--- config.mk ---
export PLATFORM = sky130hd
export DESIGN_NAME = ufis_top
export DESIGN_NICKNAME = d
export VERILOG_FILES = /design/src/include/ufis_pkg.sv /design/src/include/ufis_idle_if.sv /design/src/hdl/ufis_top.sv /design/src/hdl/ufis_idle_timer.sv
export SDC_FILE = /design/constraint.sdc
export NUM_CORES = 1
export LEC_CHECK = 0
export ABC_AREA = 1
export ABC_CLOCK_PERIOD_IN_PS = 5000
export CORE_MARGIN = 3
export CORE_UTILIZATION = 60
export CTS_CLUSTER_DIAMETER = 40
export DETAILED_ROUTE_END_ITERATION = 8
export DONT_BUFFER_PORTS = 1
export PLACE_DENSITY = 0.74
export SLEW_MARGIN = 15
export SYNTH_ARGS = -nofsm -noshare
export SYNTH_HDL_FRONTEND = slang
export SYNTH_HIERARCHICAL = 1
export SYNTH_SLANG_ARGS = --single-unit
--- constraint.sdc ---
create_clock -name clk -period 5 [get_ports clk]
set_clock_uncertainty 0.15 [all_clocks]
set_input_delay 0.75 -clock clk [delete_from_list [all_inputs] [get_ports clk]]
set_output_delay 0.75 -clock clk [all_outputs]
set_load 0.02 [all_outputs]
--- src/include/ufis_pkg.sv ---
// Shared constants for the UART event flag and interrupt enable block.
package ufis_pkg;

  // Register offsets on the processor-side port.
  localparam logic [7:0] ADDR_THRESH  = 8'hB3;
  localparam logic [7:0] ADDR_FLAGS   = 8'hB4;
  localparam logic [7:0] ADDR_DATABUF = 8'hB5;
  localparam logic [7:0] ADDR_IRQSTAT = 8'hB8;
  localparam logic [7:0] ADDR_IRQMASK = 8'hB9;

  // Values after reset.
  localparam logic [7:0] FLAGS_RST   = 8'h00;
  localparam logic [6:0] ENABLES_RST = 7'h00;
  localparam logic [3:0] THRESH_RST  = 4'h0;
  localparam logic [6:0] IRQ_RST     = 7'h00;
  localparam logic [7:0] RDATA_RST   = 8'h00;

  // Bit positions in the flag and enable register.
  localparam int BIT_MASTER = 7;
  localparam int BIT_TXRDY  = 6;
  localparam int BIT_RXRDY  = 5;
  localparam int BIT_RXOVF  = 4;
  localparam int BIT_RXUNF  = 3;
  localparam int BIT_TXOVF  = 2;
  localparam int BIT_FRAMING_ERROR_FLAG   = 1;
  localparam int BIT_TXDONE = 0;
  localparam int NUM_EVENT  = 5;

  // Threshold register field positions.
  localparam int RX_THR_LSB = 4;
  localparam int TX_THR_LSB = 0;

  // Threshold codes that also reset a FIFO; they are still loaded as the level.
  localparam logic [3:0] RX_CLR_CODE = 4'hF;
  localparam logic [3:0] TX_CLR_CODE = 4'h0;

  // Idle timeout is threshold times two to this power bit periods.
  localparam int          IDLE_MULT_SHIFT = 4;
  localparam logic [8:0]  IDLE_CNT_RST    = 9'h000;

endpackage : ufis_pkg

--- src/include/ufis_idle_if.sv ---
// Signals between the flag logic and the receive idle timer.
`timescale 1ns/1ns
`default_nettype none
interface ufis_idle_if;
  logic       bitTick;
  logic       lineIdle;
  logic       pending;
  logic [3:0] rxThr;
  logic       timeout;

  modport flags (output bitTick, output lineIdle, output pending, output rxThr,
                 input timeout);
  modport timer (input bitTick, input lineIdle, input pending, input rxThr,
                 output timeout);
endinterface : ufis_idle_if
`default_nettype wire

--- src/hdl/ufis_top.sv ---
// UART event flags, interrupt enables, thresholds and interrupt output.
//
// What this block does
// - Transmit-ready flag clears itself when condition ends.
// - Receive-ready sets when level exceeds threshold.
// - Receive-ready also sets after threshold-scaled idle.
// - Receive-ready clears on zero write below threshold.
// - Receive threshold code gives trigger level.
// - Data buffer read pops, write pushes.
`timescale 1ns/1ns
`default_nettype none
module ufis_top (
  input  wire logic       clk,
  input  wire logic       rst_n,
  input  wire logic [7:0] addr,
  input  wire logic [7:0] wdata,
  input  wire logic       wrStb,
  input  wire logic       rdStb,
  output var  logic [7:0] rdata,
  input  wire logic [3:0] rxLevel,
  input  wire logic [3:0] txLevel,
  input  wire logic [7:0] rxHeadByte,
  input  wire logic       rxLineIdle,
  input  wire logic       bitTick,
  input  wire logic       rxOverflowEvt,
  input  wire logic       rxUnderflowEvt,
  input  wire logic       txOverflowEvt,
  input  wire logic       framingErrEvt,
  input  wire logic       txDoneEvt,
  output var  logic       irq,
  output var  logic       rxPop,
  output var  logic       txPush,
  output var  logic [7:0] txByte,
  output var  logic       rxFifoClr,
  output var  logic       txFifoClr
);

  // Stored state.
  logic [6:0] flags_q;
  logic [6:0] flags_d;
  logic [6:0] enables_q;
  logic [6:0] enables_d;
  logic       master_q;
  logic [3:0] rxThr_q;
  logic [3:0] txThr_q;
  logic [6:0] irqStat_q;
  logic [6:0] irqStat_d;
  logic [6:0] irqMask_q;
  logic [7:0] rdata_q;
  logic [7:0] rdata_d;
  logic       irq_q;
  logic       rxPop_q;
  logic       txPush_q;
  logic [7:0] txByte_q;
  logic       rxFifoClr_q;
  logic       txFifoClr_q;
  logic       master_d;
  logic [3:0] rxThr_d;
  logic [3:0] txThr_d;
  logic [6:0] irqMask_d;
  logic [7:0] txByte_d;

  // Decoded accesses.
  logic       wrFlags;
  logic       wrThresh;
  logic       wrData;
  logic       wrMask;
  logic       rdFlags;
  logic       rdThresh;
  logic       rdData;
  logic       rdStat;
  logic       rdMask;

  // Conditions and events.
  logic       txBelow;
  logic       rxAbove;
  logic       rxBelow;
  logic       rxClrNow;
  logic       txClrNow;
  logic       rxRdyClr;
  logic [4:0] evtIn;
  logic [4:0] evtFifoClr;
  logic [6:0] flagRise;

  ufis_idle_if idl ();

  // Address decode for the register port.
  assign wrFlags  = wrStb && (addr == ufis_pkg::ADDR_FLAGS);
  assign wrThresh = wrStb && (addr == ufis_pkg::ADDR_THRESH);
  assign wrData   = wrStb && (addr == ufis_pkg::ADDR_DATABUF);
  assign wrMask   = wrStb && (addr == ufis_pkg::ADDR_IRQMASK);
  assign rdFlags  = rdStb && (addr == ufis_pkg::ADDR_FLAGS);
  assign rdThresh = rdStb && (addr == ufis_pkg::ADDR_THRESH);
  assign rdData   = rdStb && (addr == ufis_pkg::ADDR_DATABUF);
  assign rdStat   = rdStb && (addr == ufis_pkg::ADDR_IRQSTAT);
  assign rdMask   = rdStb && (addr == ufis_pkg::ADDR_IRQMASK);

  // Every threshold code is loaded as the trigger level; the two reset codes also clear a FIFO.
  assign rxClrNow = wrThresh &&
                    (wdata[ufis_pkg::RX_THR_LSB +: 4] == ufis_pkg::RX_CLR_CODE);
  assign txClrNow = wrThresh &&
                    (wdata[ufis_pkg::TX_THR_LSB +: 4] == ufis_pkg::TX_CLR_CODE);

  // Level comparisons against the programmed trigger levels.
  assign txBelow = (txLevel < txThr_q);
  assign rxAbove = (rxLevel > rxThr_q);
  assign rxBelow = (rxLevel < rxThr_q);

  // The idle timer only runs while unread bytes sit below the threshold.
  assign idl.bitTick  = bitTick;
  assign idl.lineIdle = rxLineIdle;
  assign idl.pending  = rxBelow && (rxLevel != 4'h0);
  assign idl.rxThr    = rxThr_q;

  ufis_idle_timer u_idle (
    .clk   (clk),
    .rst_n (rst_n),
    .idl   (idl.timer)
  );

  // Receive-ready clears only below threshold, by a zero written to its bit.
  assign rxRdyClr = wrFlags && !wdata[ufis_pkg::BIT_RXRDY] && rxBelow;

  // Event sources in bit order four down to zero.
  assign evtIn      = {rxOverflowEvt, rxUnderflowEvt, txOverflowEvt, framingErrEvt,
                       txDoneEvt};
  assign evtFifoClr = {rxFifoClr_q, rxFifoClr_q, txFifoClr_q, 1'b0, 1'b0};

  // Transmit-ready simply follows its condition, so software never clears it.
  assign flags_d[ufis_pkg::BIT_TXRDY] = txBelow;

  // Receive-ready: setting causes win over a clear in the same cycle.
  assign flags_d[ufis_pkg::BIT_RXRDY] = rxAbove || idl.timeout ? 1'b1 :
                                        rxRdyClr ? 1'b0 :
                                        flags_q[ufis_pkg::BIT_RXRDY];

  // Sticky event flags; a zero write clears them, and the owning FIFO reset clears the overflow and underflow flags.
  generate
    for (genvar i = 0; i < ufis_pkg::NUM_EVENT; i++) begin : g_evt
      assign flags_d[i] = evtIn[i] ? 1'b1 :
                          ((wrFlags && !wdata[i]) || evtFifoClr[i]) ? 1'b0 : flags_q[i];
    end
  endgenerate

  // A write stores all enables; a zero also disables that interrupt.
  assign enables_d = wrFlags ? wdata[6:0] : enables_q;
  assign master_d  = wrFlags ? wdata[ufis_pkg::BIT_MASTER] : master_q;

  // Loads are muxes in front of the flops, so every register updates on every edge.
  assign rxThr_d   = wrThresh ? wdata[ufis_pkg::RX_THR_LSB +: 4] : rxThr_q;
  assign txThr_d   = wrThresh ? wdata[ufis_pkg::TX_THR_LSB +: 4] : txThr_q;
  assign irqMask_d = wrMask ? wdata[6:0] : irqMask_q;
  assign txByte_d  = wrData ? wdata : txByte_q;

  // Status bits stick on any rising enabled flag, ready or event; a read clears them.
  assign flagRise  = flags_d & ~flags_q & enables_q;
  assign irqStat_d = flagRise | (rdStat ? ufis_pkg::IRQ_RST : irqStat_q);

  // Read mux; unmapped addresses read as zero.
  assign rdata_d = rdFlags  ? {master_q, flags_q} :
                   rdThresh ? {rxLevel, txLevel} :
                   rdData   ? rxHeadByte :
                   rdStat   ? {1'b0, irqStat_q} :
                   rdMask   ? {1'b0, irqMask_q} : ufis_pkg::RDATA_RST;

  // Flag, enable and threshold storage.
  always_ff @(posedge clk) begin
    if (!rst_n) begin
      flags_q   <= ufis_pkg::FLAGS_RST[6:0];
      enables_q <= ufis_pkg::ENABLES_RST;
      master_q  <= 1'b0;
      rxThr_q   <= ufis_pkg::THRESH_RST;
      txThr_q   <= ufis_pkg::THRESH_RST;
    end else begin
      flags_q   <= flags_d;
      enables_q <= enables_d;
      master_q  <= master_d;
      rxThr_q   <= rxThr_d;
      txThr_q   <= txThr_d;
    end
  end

  // Interrupt status, mask and the level output.
  always_ff @(posedge clk) begin
    if (!rst_n) begin
      irqStat_q <= ufis_pkg::IRQ_RST;
      irqMask_q <= ufis_pkg::IRQ_RST;
      irq_q     <= 1'b0;
    end else begin
      irqStat_q <= irqStat_d;
      irqMask_q <= irqMask_d;
      irq_q <= master_q && |(irqStat_q & irqMask_q);
    end
  end

  // Read data and FIFO side strobes, each registered for clean outputs.
  always_ff @(posedge clk) begin
    if (!rst_n) begin
      rdata_q     <= ufis_pkg::RDATA_RST;
      rxPop_q     <= 1'b0;
      txPush_q    <= 1'b0;
      txByte_q    <= ufis_pkg::RDATA_RST;
      rxFifoClr_q <= 1'b0;
      txFifoClr_q <= 1'b0;
    end else begin
      rdata_q     <= rdata_d;
      rxPop_q     <= rdData;
      txPush_q    <= wrData;
      rxFifoClr_q <= rxClrNow;
      txFifoClr_q <= txClrNow;
      txByte_q    <= txByte_d;
    end
  end

  assign rdata     = rdata_q;
  assign irq       = irq_q;
  assign rxPop     = rxPop_q;
  assign txPush    = txPush_q;
  assign txByte    = txByte_q;
  assign rxFifoClr = rxFifoClr_q;
  assign txFifoClr = txFifoClr_q;
endmodule : ufis_top
`default_nettype wire

--- src/hdl/ufis_idle_timer.sv ---
// Receive idle timer that reports leftover bytes below the threshold.
`timescale 1ns/1ns
`default_nettype none
module ufis_idle_timer (
  input  wire logic   clk,
  input  wire logic   rst_n,
  ufis_idle_if.timer  idl
);

  logic [8:0] cnt_q;
  logic [8:0] cnt_d;
  logic       timeout_q;
  logic       timeout_d;
  logic [8:0] limit;
  logic       armed;
  logic       atLimit;

  // Limit is the threshold times sixteen bit periods; counting past it fires once.
  assign limit   = {1'b0, idl.rxThr, 4'h0};
  assign armed   = idl.pending && idl.lineIdle;
  assign atLimit = (cnt_q == limit);
  assign cnt_d   = !armed ? ufis_pkg::IDLE_CNT_RST :
                   (idl.bitTick && (cnt_q <= limit)) ? cnt_q + 9'h001 : cnt_q;
  assign timeout_d = armed && idl.bitTick && atLimit;
  assign idl.timeout = timeout_q;

  // The count saturates one past the limit so the report is a single pulse.
  always_ff @(posedge clk) begin
    if (!rst_n) begin
      cnt_q     <= ufis_pkg::IDLE_CNT_RST;
      timeout_q <= 1'b0;
    end else begin
      cnt_q     <= cnt_d;
      timeout_q <= timeout_d;
    end
  end

endmodule : ufis_idle_timer
`default_nettype wire

==> results.sh, run 1 <==
export IMPL_status="completed"
export IMPL_power_leakage_nw=1.40
export IMPL_drc=0
export IMPL_port_buffers=0
export IMPL_cp_max_fo=9
export IMPL_cts_sinks=68
export IMPL_crit_slowest_cell="dfxtp_1"
export IMPL_yosysMostFrequentCell="nand2_1"
export IMPL_std_cell_rows=26
export IMPL_synth_cell_types=29
export IMPL_drive_gt1_frac=0.0996
export IMPL_maxSlewHeadroom=0.482
export IMPL_maxSlewViolCount=0
export IMPL_critPathLaunchType="flop"
export IMPL_synth_edf_count=0
export IMPL_power_density_nw_per_um2=290
export IMPL_holdWs_ns=0.332
export IMPL_async_flop_share=0
export IMPL_grtUsageTotal=0.258
export IMPL_critPathKind="flop to flop"
export IMPL_start_util=0.641
export IMPL_wirelength_um=7860
export IMPL_syn_avg_cell_area_um2=7.13
export IMPL_diodes=0
export IMPL_cts_setup_buffers=0
export IMPL_final_setup_viol_count=0
export IMPL_power_mw=1.05
export IMPL_crit_chain="inv_1, ha_1, nand2_1, nand2_1, nand2_1, nand3_1, nor2_1, nand3_1, clkinv_1, nand2_1, nor2_1"
export IMPL_worst_pin_slew_ns=0.772
export IMPL_cts_buffers=9
export IMPL_post_cts_resized=0
export IMPL_syn_nets=530
export IMPL_ctsHoldBuffers=0
export IMPL_htreeDepth=3
export IMPL_synthFlopType="dfxtp_1"
export IMPL_dr_wl_met3_um=731
export IMPL_yosysTopAreaCell="dfxtp_1"
export IMPL_route_met2_wl_um=3210
export IMPL_first_pass_iters=5
export IMPL_yosysWarnings=6
export IMPL_period_share=0.383
export IMPL_synthCells=474
export IMPL_ys_seq_area_frac=0.403
export IMPL_cts_root_buf="clkbuf_8"
export IMPL_synth_seq_cells=68
export IMPL_hold_path_class="primary input to flop"
export IMPL_grt_pass1_wl_um=12900
export IMPL_synth_top_area_share=0.403
export IMPL_design_die_area_um2=6570
export IMPL_cts_tree="built"
export IMPL_area_growth_pct=6.74
export IMPL_gp_congestion=0.809
export IMPL_m1WireLength_um=3810
export IMPL_vdd_drop_max_mv=0.182
export IMPL_core_area_um2=5270
export IMPL_drtIter0Drc=262
export IMPL_clk_latency_ns=0.34
export IMPL_rsz0062_at_grt="no"
export IMPL_tns_ns=0
export IMPL_synth_area_um2=3380
export IMPL_top_level_ports=64
export IMPL_hold_violations=0
export IMPL_cpPeakStageDelay_ns=0.40
export IMPL_crit_arrival_ns=2.00
export IMPL_ant_nets=0
export IMPL_clk_path_buf_depth=2
export IMPL_layout_min_cycle_time_ns=1.92
export IMPL_vias_per_cell=5.46
export IMPL_grt_remaining_overflow=0
export IMPL_max_cap_violations=0
export IMPL_critPathMostFrequentCell="nand2_1"
export IMPL_via_count=3012
export IMPL_grt_pass1_vias=2741
export IMPL_maxUsedRoutingLayer="met4"
export IMPL_antenna_found_initial=0
export IMPL_path_clk_slew_ns=0.07
export IMPL_final_nets=533
export IMPL_worstPathRequired_ns=5.08
export IMPL_fp_dieH_um=81.0
export IMPL_die_x_um=81.0
export IMPL_grt_max_degree=36
export IMPL_synthTopCellsByArea="dfxtp_1, nand2_1, a21oi_1"
export IMPL_worstSetupEndpointType="flop"
export IMPL_synthTopCellsByCount="nand2_1, dfxtp_1, a21oi_1, inv_1, nor2_1"
export IMPL_wl_per_cell_um=14.2
export IMPL_dpl_hpwl_um=5970
export IMPL_fmax_ghz=0.522
==> state kept, by name, indices dropped and copies added (netlist names), 4 cells and up <==
register,cells
rdata,8
txByte,8
u_idle/cnt_q,9
enables_q,7
idl.rxThr,4
flags_q,7
txThr_q,4
irqMask_q,7
irqStat_q,7
==> final cells by class <==
class | count | area (um2)
clock buffer | 10 | 128
fill | 473 | 1660
multi-input combinational | 335 | 1730
sequential | 68 | 1360
tap | 70 | 87.6
inverter | 63 | 236
clock inverter | 6 | 65.1
==> through the flow <==
| stage | util | setup slack (ns) | instances | instance area [um2] |
|---|---|---|---|---|
| 2_1_floorplan | - | 3.00 | 474 | 3380 |
| 3_3_place_gp | 0.648 | 2.84 | 536 | 3410 |
| 3_5_place_dp | 0.648 | 2.80 | 536 | 3410 |
| 4_1_cts | 0.684 | 3.11 | 552 | 3610 |
| 5_1_grt | 0.684 | 2.89 | 552 | 3610 |
| 6_report | 0.684 | 3.08 | 552 | 3610 |
==> logic make-up (layout without fill, tap and decap cells) <==
group	count (synthesis)	after routing	share of synthesized area
compound gates	86	86	0.129
simple gates	236	236	0.334
buf+inv	71	79	0.0856
flops	68	68	0.403
fa+ha+maj	13	13	0.0481
==> critical path: cells and delay by family, from the launching register on <==
| kind | cells | cell delay, ns |
|---|---|---|
| AND/OR/NAND/NOR | 8 | 0.65 |
| flip-flops | 1 | 0.40 |
| buffers and inverters | 2 | 0.32 |
| adder cells (fa/ha/maj) | 1 | 0.29 |
==> cell usage in the layout (no fill, tap or decap), types with 2 or more instances in the layout <==
cell and count:
nor4_1 3, clkbuf_8 9, dfxtp_1 68, nor2_1 48
nand3_2 2, nand2_1 118, nand3b_1 3, nor2_4 7
inv_2 5, nand2_2 5, inv_1 55, nor3_4 3
clkinv_1 3, o21ai_1 8, clkinv_4 2, nand3_1 32
nor3_1 4, clkinv_2 2, o21ai_0 21, nor2_2 4
ha_1 13, nand3_4 2, a21oi_1 55, nor3_2 2
==> path summary, 6_finish.rpt <==
kind | cells past startpoint | from | slack (ns) | endpoint
worst max-delay path | 11 | idl.rxThr[1] | 3.08 | u_idle/cnt_q[7]
worst min-delay path | 1 | wdata[0] | 0.33 | txFifoClr
worst max register to register | 11 | idl.rxThr[1] | 3.08 | u_idle/cnt_q[7]
worst min register to register | 2 | enables_q[0] | 0.34 | irqStat_q[0]
==> where the power goes <==
part           total, mW  internal [mW]  switching [mW]
combinational     0.0470         0.0160          0.0310
sequential         0.554          0.547         0.00617
clock              0.445          0.230           0.215
total               1.05          0.794           0.252
==> routing by layer <==
layer,track usage,vias to the layer above
met2,0.377,116
met4,0.0929,0
met1,0.363,1361
li1,-,1525
met5,0,-
met3,0.0732,10
(Power assumes the default switching activity.)
==> inputs of run 2 (changes only) <==
--- a/config.mk
+++ b/config.mk
@@ -6,7 +6,7 @@
 export NUM_CORES = 1
 export LEC_CHECK = 0
 export ABC_AREA = 1
-export ABC_CLOCK_PERIOD_IN_PS = 5000
+export ABC_CLOCK_PERIOD_IN_PS = 1960
 export CORE_MARGIN = 3
 export CORE_UTILIZATION = 60
 export CTS_CLUSTER_DIAMETER = 40
==> constraint.sdc (replaced) <==
create_clock -name clk -period 1.96 [get_ports clk]
set_clock_uncertainty 0.15 [all_clocks]
set_input_delay 0.294 -clock clk [delete_from_list [all_inputs] [get_ports clk]]
set_output_delay 0.294 -clock clk [all_outputs]
set_load 0.02 [all_outputs]
==> run 2 against run 1 <==
Routed wire length rose by 17%; core utilization rose by 9.9 points; hold slack got worse by 0.33 ns; via count rose by 9.7%; die area did not move; total power rose to 2.8 times the previous value; design area rose by 14%; cell count rose by 9.1%; sequential power rose to 2.5 times the previous value.
==> results.sh, run 2 (synthesis gave the netlist of run 1 again) <==
export IMPL_largest_reg_flops=9
export IMPL_top_register="u_idle/cnt_q"
export IMPL_final_common_cell="nand2_1"
export IMPL_drive_gt1_frac=0.117
export IMPL_fin_area_um2=4130
export IMPL_worst_pin_slew_ns=0.590
export IMPL_cts_root_buf="clkbuf_8"
export IMPL_wl_per_cell_um=15.3
export IMPL_cts_tree="built"
export IMPL_crit_chain="inv_1, nor2_4, nand3_4, nor2_4, inv_2, o21ai_0, o21ai_1, dlygate4sd3_1"
export IMPL_critPathMostFrequentCell="nor2_4"
export IMPL_die_x_um=81.0
export IMPL_timing_rr_end="u_idle/idl.timeout"
export IMPL_clk_latency_ns=0.34
export IMPL_gp_congestion=0.835
export IMPL_path_buf_inv=3
export IMPL_combPwrFrac=0.071
export IMPL_postPlaceCellArea_um2=3450
export IMPL_worstSetupEndpointType="flop"
export IMPL_std_cell_rows=26
export IMPL_grt_pass1_wl_um=15100
export IMPL_fp_dieH_um=81.0
export IMPL_hold_violations=0
export IMPL_start_util=0.641
export IMPL_clkPwrFrac=0.440
export IMPL_layout_min_cycle_time_ns=1.82
export IMPL_grtUsageTotal=0.303
export IMPL_final_cell_mix="nand2_1, dfxtp_1, inv_1, a21oi_1, nor2_1"
export IMPL_dpl_hpwl_um=6010
export IMPL_grt_pass1_vias=3130
export IMPL_wirelength_um=9210
export IMPL_tns_ns=0
export IMPL_fmax_ghz=0.551
export IMPL_first_pass_iters=5
export IMPL_holdWs_ns=0.00209
export IMPL_worstHoldStart="rxLevel[3]"
export IMPL_power_switching_mw=0.681
export IMPL_power_frac_seq=0.489
export IMPL_htreeDepth=3
export IMPL_final_setup_viol_count=0
export IMPL_swShare=0.236
export IMPL_critPathLaunchType="primary input"
export IMPL_rsz0062_at_grt="no"
export IMPL_ant_nets=0
export IMPL_clk_path_buf_depth=2
export IMPL_cpLargestDelayFamily="buffers and inverters"
export IMPL_worstPathRequired_ns=2.04
export IMPL_area_growth_pct=22.1
export IMPL_crit_slowest_cell="dlygate4sd3_1"
export IMPL_cpPeakStageDelay_ns=0.56
export IMPL_crit_arrival_ns=1.89
export IMPL_rrSetupSlack_ns=0.18
export IMPL_top_level_ports=64
export IMPL_cts_buffers=9
export IMPL_grt_max_degree=24
export IMPL_vias_per_cell=5.49
export IMPL_max_cap_violations=0
export IMPL_critPathKind="primary input to flop"
export IMPL_drtIter0Drc=252
export IMPL_via_count=3305
export IMPL_rr_worst_depth=11
export IMPL_worstHoldEndpoint="rdata[7]"
export IMPL_cp_max_fo=9
export IMPL_port_buffers=0
export IMPL_p_int_mw=2.20
export IMPL_status="completed"
export IMPL_path_clk_slew_ns=0.07
export IMPL_worstHoldPathCells=2
export IMPL_antenna_found_initial=1
export IMPL_maxSlewHeadroom=0.607
export IMPL_drc=0
export IMPL_period_share=0.926
export IMPL_r2r_start="idl.rxThr[3]"
export IMPL_design_die_area_um2=6570
export IMPL_vdd_drop_max_mv=0.570
export IMPL_core_area_um2=5270
export IMPL_final_nets=582
export IMPL_hold_path_class="primary input to flop"
export IMPL_power_leakage_nw=1.63
export IMPL_cts_sinks=68
export IMPL_grt_remaining_overflow=0
export IMPL_maxSlewViolCount=0
export IMPL_power_density_nw_per_um2=699
run 2: worst max-delay path by stage:
stage / from / end / cells after the start
floorplan: u_idle/cnt_q[4] / u_idle/cnt_q[3] / 10
global placement: u_idle/cnt_q[4] / u_idle/cnt_q[1] / 9
detailed placement: idl.rxThr[1] / u_idle/cnt_q[3] / 11
CTS: txOverflowEvt / flags_q[2] / 5
global route: addr[4] / txFifoClr / 8
finish: addr[4] / flags_q[1] / 8
run 2: through the flow:
stage,util,setup slack [ns],instances,total power [mW]
2_1_floorplan,-,0.350,474,1.54
3_3_place_gp,0.655,0.157,541,1.56
3_5_place_dp,0.655,0.117,541,1.56
4_1_cts,0.774,0.0110,598,2.88
5_1_grt,0.782,0.0110,601,2.97
6_report,0.783,0.145,602,2.88
run 2: final cells by class:
| cell class | instances | area (um2) |
|---|---|---|
| well taps | 70 | 87.6 |
| fillers | 405 | 1140 |
| repair buffers | 48 | 470 |
| multi-input cells | 335 | 1740 |
| flip-flops and latches | 68 | 1360 |
| clock inverters | 7 | 91.3 |
| diodes | 1 | 2.50 |
| inverters | 63 | 240 |
| clock buffers | 9 | 124 |
| repair inverters | 1 | 5.00 |
run 2: layer usage:
layer	vias up	part of all wire	GRT usage
met5	-	0	0
met4	0	0.011	0.0777
met3	13	0.10	0.109
met2	162	0.44	0.473
met1	1502	0.44	0.400
li1	1628	-	-
run 2: repair_timing:
item	CTS	global route
setup buffers	0	2
resized for setup	0	9
endpoints found under the hold margin	57	0
hold buffers	41	0
endpoints found under the setup margin	0	12
run 2: power groups by stage:
stage	registers, mW	logic, mW	clock network [mW]
global route	1.41	0.227	1.33
floorplan	1.44	0.109	0
detailed placement	1.44	0.122	0
global placement	1.44	0.118	0
finish	1.41	0.205	1.27
CTS	1.41	0.194	1.27
